`config.mk`:
```
export PLATFORM = sky130hd
export DESIGN_NAME = bbsp_host
export DESIGN_NICKNAME = d
export VERILOG_FILES = /design/src/bbsp_pkg.sv /design/src/bbsp_host.sv /design/src/bbsp_timer.sv
export SDC_FILE = /design/constraint.sdc
export NUM_CORES = 1
export LEC_CHECK = 0
export ABC_AREA = 1
export ABC_CLOCK_PERIOD_IN_PS = 2200
export BUFFER_PORTS_ARGS = -buffer_cell sky130_fd_sc_hd__buf_2
export CORE_UTILIZATION = 51
export CTS_CLUSTER_DIAMETER = 30
export CTS_CLUSTER_SIZE = 40
export DETAILED_ROUTE_END_ITERATION = 6
export PLACE_DENSITY = 0.75
export SETUP_SLACK_MARGIN = 0.5
export SYNTH_ARGS = -nofsm -noshare
export SYNTH_HDL_FRONTEND = slang
export SYNTH_SLANG_ARGS = --single-unit
export TNS_END_PERCENT = 100
```
`constraint.sdc`:
```
create_clock -name sys_clk_i -period 2.2 [get_ports sys_clk_i]
set_clock_uncertainty 0.15 [all_clocks]
set_input_delay 0.66 -clock sys_clk_i [delete_from_list [all_inputs] [get_ports sys_clk_i]]
set_output_delay 0.66 -clock sys_clk_i [all_outputs]
set_load 0.01 [all_outputs]
```
`src/bbsp_pkg.sv`:
```
/*
 * bbsp_pkg: constants for the host-side controller of a battery-backed
 * 8K x 8 asynchronous static RAM port.
 * assumes a 100 MHz system clock (10 ns period).
 */
package bbsp_pkg;
	localparam int          CLK_PERIOD_NS        = 10;
	localparam int          ADDR_W               = 13;
	localparam int          DATA_W               = 8;
	// access time of the slowest speed grade, ns
	localparam int          ACCESS_TIME_NS       = 250;
	localparam int          OE_ACCESS_NS         = 125;
	localparam int          WRITE_PULSE_NS       = 200;
	localparam int          DATA_SETUP_NS        = 90;
	localparam int          DATA_HOLD_NS         = 5;
	localparam int          WRITE_RECOVERY_NS    = 10;
	localparam int          OUT_HIGHZ_NS         = 125;
	localparam int          POWER_UP_LOCKOUT_US  = 120;
	localparam int          WARNING_TO_DESELECT_MIN_US = 10;
	// least times round up, with one cycle more on access
	localparam int          ACCESS_CYC    = (ACCESS_TIME_NS + CLK_PERIOD_NS - 1) / CLK_PERIOD_NS + 1;
	localparam int          WPULSE_CYC    = (WRITE_PULSE_NS + CLK_PERIOD_NS - 1) / CLK_PERIOD_NS;
	localparam int          HOLD_CYC      = (DATA_HOLD_NS + CLK_PERIOD_NS - 1) / CLK_PERIOD_NS;
	localparam int          RECOVERY_CYC  = (WRITE_RECOVERY_NS + CLK_PERIOD_NS - 1) / CLK_PERIOD_NS;
	localparam int          TURN_CYC      = (OUT_HIGHZ_NS + CLK_PERIOD_NS - 1) / CLK_PERIOD_NS;
	localparam int          LOCKOUT_CYC   = (POWER_UP_LOCKOUT_US * 1000 + CLK_PERIOD_NS - 1) / CLK_PERIOD_NS;
	localparam int          CNT_W         = 16;
	// timer value after reset: a whole power-up lockout still to run
	localparam logic [15:0] LOCKOUT_RESET = 16'(LOCKOUT_CYC);
	typedef enum logic [2:0] {
		BBSP_LOCKOUT = 3'b000,
		BBSP_IDLE    = 3'b001,
		BBSP_READ    = 3'b010,
		BBSP_WRITE   = 3'b011,
		BBSP_HOLD    = 3'b100,
		BBSP_RECOVER = 3'b101
	} bbsp_state_t;
endpackage

```
`src/bbsp_host.sv`:
```
/*
 * bbsp_host: host controller that runs read and write cycles on a
 * battery-backed 8K x 8 asynchronous static RAM through its pins.
 * assumes the memory pins are sampled synchronously to sys_clk_i and that
 * the power_good_i level comes from a supply monitor.
 */
`timescale 1ns/1ps
module bbsp_host (
	input  wire logic                          sys_clk_i,
	input  wire logic                          rstn_i,
	// user side
	input  wire logic                          req_valid_i,
	input  wire logic                          req_write_i,
	input  wire logic [bbsp_pkg::ADDR_W-1:0]   req_addr_i,
	input  wire logic [bbsp_pkg::DATA_W-1:0]   req_wdata_i,
	output logic                               req_ready_o,
	output logic                               rsp_valid_o,
	output logic [bbsp_pkg::DATA_W-1:0]        rsp_rdata_o,
	input  wire logic                          power_good_i,
	output logic                               power_warn_o,
	output logic                               ready_o,
	// memory side
	output logic [bbsp_pkg::ADDR_W-1:0]        mem_addr_o,
	output logic                               select_active_low_n_o,
	output logic                               select_active_high_o,
	output logic                               out_enable_n_o,
	output logic                               write_n_o,
	input  wire logic [bbsp_pkg::DATA_W-1:0]   mem_dq_i,
	output logic [bbsp_pkg::DATA_W-1:0]        mem_dq_o,
	output logic                               mem_dq_oe_n_o,
	input  wire logic                          power_fail_warn_n_i
);
	bbsp_pkg::bbsp_state_t             state_q;
	bbsp_pkg::bbsp_state_t             state_d;
	logic [bbsp_pkg::ADDR_W-1:0]       addr_q;
	logic [bbsp_pkg::ADDR_W-1:0]       addr_d;
	logic [bbsp_pkg::DATA_W-1:0]       wdata_q;
	logic [bbsp_pkg::DATA_W-1:0]       wdata_d;
	logic [bbsp_pkg::DATA_W-1:0]       rdata_q;
	logic [bbsp_pkg::DATA_W-1:0]       rdata_d;
	logic                              rsp_q;
	logic                              rsp_d;
	logic                              sel_q;
	logic                              sel_d;
	logic                              oe_q;
	logic                              oe_d;
	logic                              we_q;
	logic                              we_d;
	logic                              drive_q;
	logic                              drive_d;
	logic                              warn_q;
	logic                              warn_d;
	logic                              tmr_load;
	logic [15:0]                       tmr_count;
	logic                              tmr_done;

	bbsp_timer u_timer (
		.sys_clk_i (sys_clk_i),
		.rstn_i    (rstn_i),
		.load_i    (tmr_load),
		.count_i   (tmr_count),
		.done_o    (tmr_done)
	);

	// new requests are refused while the memory warns of power fail or is down
	assign req_ready_o = (state_q == bbsp_pkg::BBSP_IDLE) && power_good_i && warn_q == 1'b0;
	assign ready_o     = (state_q != bbsp_pkg::BBSP_LOCKOUT);

	always_comb begin
		state_d   = state_q;
		addr_d    = addr_q;
		wdata_d   = wdata_q;
		rdata_d   = rdata_q;
		rsp_d     = 1'b0;
		sel_d     = sel_q;
		oe_d      = oe_q;
		we_d      = we_q;
		drive_d   = drive_q;
		warn_d    = !power_fail_warn_n_i;
		tmr_load  = 1'b0;
		tmr_count = 16'h0000;
		case (state_q)
			bbsp_pkg::BBSP_LOCKOUT: begin
				sel_d   = 1'b0;
				we_d    = 1'b0;
				oe_d    = 1'b0;
				drive_d = 1'b0;
				if (!power_good_i) begin
					tmr_load  = 1'b1;
					tmr_count = 16'(bbsp_pkg::LOCKOUT_CYC);
				end else if (tmr_done) begin
					state_d = bbsp_pkg::BBSP_IDLE;
				end
			end
			bbsp_pkg::BBSP_IDLE: begin
				if (!power_good_i) begin
					state_d   = bbsp_pkg::BBSP_LOCKOUT;
					tmr_load  = 1'b1;
					tmr_count = 16'(bbsp_pkg::LOCKOUT_CYC);
				end else if (req_valid_i && req_ready_o) begin
					addr_d    = req_addr_i;
					wdata_d   = req_wdata_i;
					sel_d     = 1'b1;
					tmr_load  = 1'b1;
					if (req_write_i) begin
						we_d      = 1'b1;
						drive_d   = 1'b1;
						state_d   = bbsp_pkg::BBSP_WRITE;
						tmr_count = 16'(bbsp_pkg::WPULSE_CYC);
					end else begin
						oe_d      = 1'b1;
						state_d   = bbsp_pkg::BBSP_READ;
						tmr_count = 16'(bbsp_pkg::ACCESS_CYC);
					end
				end
			end
			bbsp_pkg::BBSP_READ: begin
				if (tmr_done) begin
					rdata_d   = mem_dq_i;
					rsp_d     = 1'b1;
					sel_d     = 1'b0;
					oe_d      = 1'b0;
					state_d   = bbsp_pkg::BBSP_RECOVER;
					tmr_load  = 1'b1;
					// let the memory float its drivers
					tmr_count = 16'(bbsp_pkg::TURN_CYC);
				end
			end
			bbsp_pkg::BBSP_WRITE: begin
				if (tmr_done) begin
					we_d      = 1'b0;
					state_d   = bbsp_pkg::BBSP_HOLD;
					tmr_load  = 1'b1;
					tmr_count = 16'(bbsp_pkg::HOLD_CYC);
				end
			end
			bbsp_pkg::BBSP_HOLD: begin
				// address and data held past the end
				if (tmr_done) begin
					sel_d     = 1'b0;
					drive_d   = 1'b0;
					rsp_d     = 1'b1;
					state_d   = bbsp_pkg::BBSP_RECOVER;
					tmr_load  = 1'b1;
					tmr_count = 16'(bbsp_pkg::RECOVERY_CYC);
				end
			end
			bbsp_pkg::BBSP_RECOVER: begin
				if (tmr_done) begin
					state_d = bbsp_pkg::BBSP_IDLE;
				end
			end
			default: begin
				state_d = bbsp_pkg::BBSP_LOCKOUT;
			end
		endcase
	end

	always_ff @(posedge sys_clk_i) begin
		if (!rstn_i) begin
			state_q <= bbsp_pkg::BBSP_LOCKOUT;
			addr_q  <= 13'h0000;
			wdata_q <= 8'h00;
			rdata_q <= 8'h00;
			rsp_q   <= 1'b0;
			sel_q   <= 1'b0;
			oe_q    <= 1'b0;
			we_q    <= 1'b0;
			drive_q <= 1'b0;
			warn_q  <= 1'b0;
		end else begin
			state_q <= state_d;
			addr_q  <= addr_d;
			wdata_q <= wdata_d;
			rdata_q <= rdata_d;
			rsp_q   <= rsp_d;
			sel_q   <= sel_d;
			oe_q    <= oe_d;
			we_q    <= we_d;
			drive_q <= drive_d;
			warn_q  <= warn_d;
		end
	end

	// host drives data only in write, output enable never low then
	assign mem_addr_o            = addr_q;
	assign select_active_low_n_o = !sel_q;
	assign select_active_high_o  = sel_q;
	assign out_enable_n_o        = !oe_q;
	assign write_n_o             = !we_q;
	assign mem_dq_o              = wdata_q;
	assign mem_dq_oe_n_o         = !drive_q;
	assign rsp_valid_o           = rsp_q;
	assign rsp_rdata_o           = rdata_q;
	assign power_warn_o          = warn_q;
endmodule

```
`src/bbsp_timer.sv`:
```
/*
 * bbsp_timer: down counter that marks when a loaded cycle count has run out.
 * assumes load and count come from the controller in the same clock domain.
 */
`timescale 1ns/1ps
module bbsp_timer (
	input  wire logic        sys_clk_i,
	input  wire logic        rstn_i,
	input  wire logic        load_i,
	input  wire logic [15:0] count_i,
	output logic             done_o
);
	logic [15:0] cnt_q;
	logic [15:0] cnt_d;

	always_comb begin
		cnt_d = cnt_q;
		if (load_i) begin
			cnt_d = count_i;
		end else if (cnt_q != 16'h0000) begin
			cnt_d = cnt_q - 16'h0001;
		end
	end

	// starts loaded with a full power-up lockout so the first lockout after reset runs in full
	always_ff @(posedge sys_clk_i) begin
		if (!rstn_i) begin
			cnt_q <= bbsp_pkg::LOCKOUT_RESET;
		end else begin
			cnt_q <= cnt_d;
		end
	end

	// done looks only at the count: the controller's load depends on done
	assign done_o = (cnt_q == 16'h0000);
endmodule

```
==> summary.md <==
| Metric | Value |
|---|---|
| Outcome | completed |
| CTS Hold Buffers Added | 0 |
| WP data required | 1.39 ns |
| Hold Path Depth | 2 |
| Maximum vdd drop | 616 µV |
| Max Fclk | 0.507 GHz |
| Antenna cell count | 0 |
| YS warnings | 0 |
| Area delta synth->final | 51.8% |
| Worst-path fanout max | 6 |
| Max Buffers Root-to-Sink | 2 |
| Clk_lat worst skew | 0.32 ns |
| # setup viols final | 0 |
| Most frequent cells in the layout | nor2_1, buf_2, nand2_1, dfxtp_1, buf_4 |
| Most common cell after layout, fill and taps aside | nor2_1 |
| CTS H-tree depth | 2 |
| Area after DPL | 2970 µm² |
| Met2 Routed Length | 4550 µm |
| Sink Count | 54 |
| Top FF cell, synth | dfxtp_1 |
| Antenna violations before repair | 0 |
| Number of synthesized flops with an enable pin | 0 |
| Die Area | 5260 µm² |
| Die width | 72.5 µm |
| Pwr dens | 772 nW/µm² |
| Post-synthesis sequential area ratio | 42.6% |
| Syn_nets | 398 |
| Synth Instances | 362 |
| Endpoints failing hold | 0 |
| Net Sw Power | 1.13 mW |
| Design Area, Final | 3850 µm² |
| First-pass GRT wire length | 11100 µm |
| Setup TNS | 0 ns |
| Int Power | 1.84 mW |
| Synth Cell Area | 2540 µm² |
| Leakage power figure | 1.79 nW |
| Post-DP HPWL | 4480 µm |
| Register Area | 1100 µm² |
| Setup ws final | 0.229 ns |
| Combinational share of power | 37.6% |
| Placeable core area | 4750 µm² |
| # Max-Cap Violations | 0 |
| Post-synthesis cell type count | 30 |
| Num rows | 25 |
| Worst-margin pin slew | 0.509 ns |
| Largest net degree at the start of global routing | 22 |
| Routed vias/inst | 5.70 |
| Worst Hold Class | reg -> reg |
| RSZ-0062 raised after global routing | yes |
| Filler cells | 306 |
| Wire per inst | 16.9 µm |
| Worst setup EP type | output pin |
| Vias in the first global route | 2413 |
| Switching share of power | 38.0% |
| Nets | 509 |
| Yosys reg bits | 54 |
| IO Port Bufs | 72 |
| Iter 0 DRT Violations | 275 |
| Wire length on met3 | 689 µm |
| Async set-reset flop share out of synthesis | 0% |
| TritonRoute pass-1 iters | 7 |
| Number of remaining DRC errors | 0 |
| Crit path arrival time | 1.16 ns |
| R2R depth | 11 |
| CTS tree | yes |
| Main combinational cell family by area after synthesis | simple AND/OR/NAND/NOR gates |
| Final wirelength | 9100 µm |
| Pre-CTS setup slack | 0.250 ns |
| Mux cell area share after synthesis | 0% |
| Post-synthesis compound-gate area fraction | 11.0% |
| Slew margin rel. | 66.0% |
| Placer Congestion | 0.895 |
| Root Buffer | clkbuf_8 |
| Layout cells sized above 1 | 45.2% |
| XOR/XNOR Fraction of Synth Area | 1.73% |
| Top Metal Used | met4 |
| Clock Pin Slew Worst Setup and Hold Paths | 0.10 ns |
| Fin crit share | 89.6% |
| Met1 wire length | 3440 µm |
| ANT nets after route | 0 |
| Startpoint types | flip-flop |
| Setup Crit Path Kind | reg -> out |
| Multi-input gate area | 1660 µm² |
| Initial core utilization | 53.3% |
| CTS buffer count | 5 |
| Slew Viols, Final | 0 |
| Simple-gate portion of the synthesized area | 37.0% |
| Synth Area in Adders | 0.493% |
| All-Layer GR Usage | 27.2% |
| Power share of the clock group | 23.3% |
| Mapped Avg Cell Area | 7.01 µm² |
| Ports | 73 |
| Grt total ovfl | 0 |
| Min cycle time layout | 1.97 ns |
| Reg power frac | 39.1% |
| Chip Height | 72.5 µm |
| DR vias | 3077 |
critical path, cell delays in order, from the launching register on:
cell	delay, ns
dfxtp_4	0.39
nor2_1	0.17
nand2_1	0.12
buf_2	0.16
logic make-up after synthesis:
kind of cell	after synthesis
buffers and inverters	45
adder cells (fa/ha/maj)	1
AO/OA/AOI/OAI	54
XOR/XNOR	5
AND/OR/NAND/NOR	203
flip-flops	54
routing by layer:
layer	vias up	track usage, %
met5	-	0
met4	0	6.54
met3	52	6.25
met2	190	46.3
met1	1440	34.8
li1	1395	-
registers in the layout, summed over array words and instances, names as in the netlist:
signal and flops:
rsp_rdata_o 8, we_q 1, rsp_valid_o 1, mem_addr_o 13, mem_dq_o 8, oe_q 1, u_timer.cnt_q 16, power_warn_o 1
state_q 3, drive_q 1, select_active_high_o 1
final cells by class:
class                           instances  share of cell area (%)
Inverter                               35                    4.19
Timing Repair Buffer                  111                    19.0
Tap cell                               67                    2.18
Multi-Input combinational cell        265                    43.0
Clock buffer                            5                    1.79
Clock inverter                          2                    1.01
Timing Repair inverter                  1                   0.292
Sequential cell                        54                    28.5
power by group through the flow:
stage / clock (mW) / sequential, mW / combinational [mW]
4_1_cts: 0.677 / 1.14 / 0.826
3_5_place_dp: 0 / 1.15 / 0.683
6_report: 0.692 / 1.16 / 1.12
5_1_grt: 0.732 / 1.17 / 1.19
2_1_floorplan: 0 / 1.15 / 0.501
3_3_place_gp: 0 / 1.15 / 0.676
path summary, 6_finish.rpt:
kind / start / end / slack [ns]
worst max-delay path: state_q[1] / ready_o / 0.23
worst min-delay path: we_q / we_q / 0.33
worst max register to register: u_timer.cnt_q[0] / u_timer.cnt_q[5] / 0.33
worst min register to register: we_q / we_q / 0.33
synth_stat cells, types with 3 or more instances:
library cell,n,area (µm²)
clkbuf_1,4,15.0
dfxtp_1,54,1080
nand3b_1,3,22.5
o21ai_0,40,200
nor3_1,14,70.1
inv_1,28,105
xnor2_1,3,26.3
nor2_4,5,56.3
nand3_1,19,95.1
a21oi_1,9,45.0
nand4_1,3,18.8
inv_2,6,22.5
buf_2,6,30.0
nand2_1,52,195
nor2_1,94,353
timing repair:
action | CTS | global route
buffers inserted | 15 | 19
gates resized for setup | 41 | 89
hold endpoints to repair | 0 | 0
endpoints found under the setup margin | 48 | 56
pin swaps | 10 | 25
cloned | 3 | 1
stage by stage:
stage	power [mW]	hold slack (ns)	instances	utilization, %
2_1_floorplan	1.65	0.289	362	-
3_5_place_dp	1.83	0.310	495	62.4
6_report	2.97	0.330	540	81.0
5_1_grt	3.09	0.325	540	81.0
3_3_place_gp	1.82	0.293	495	62.4
4_1_cts	2.64	0.324	520	70.1
No activity file was read; power rests on OpenSTA's default activity.
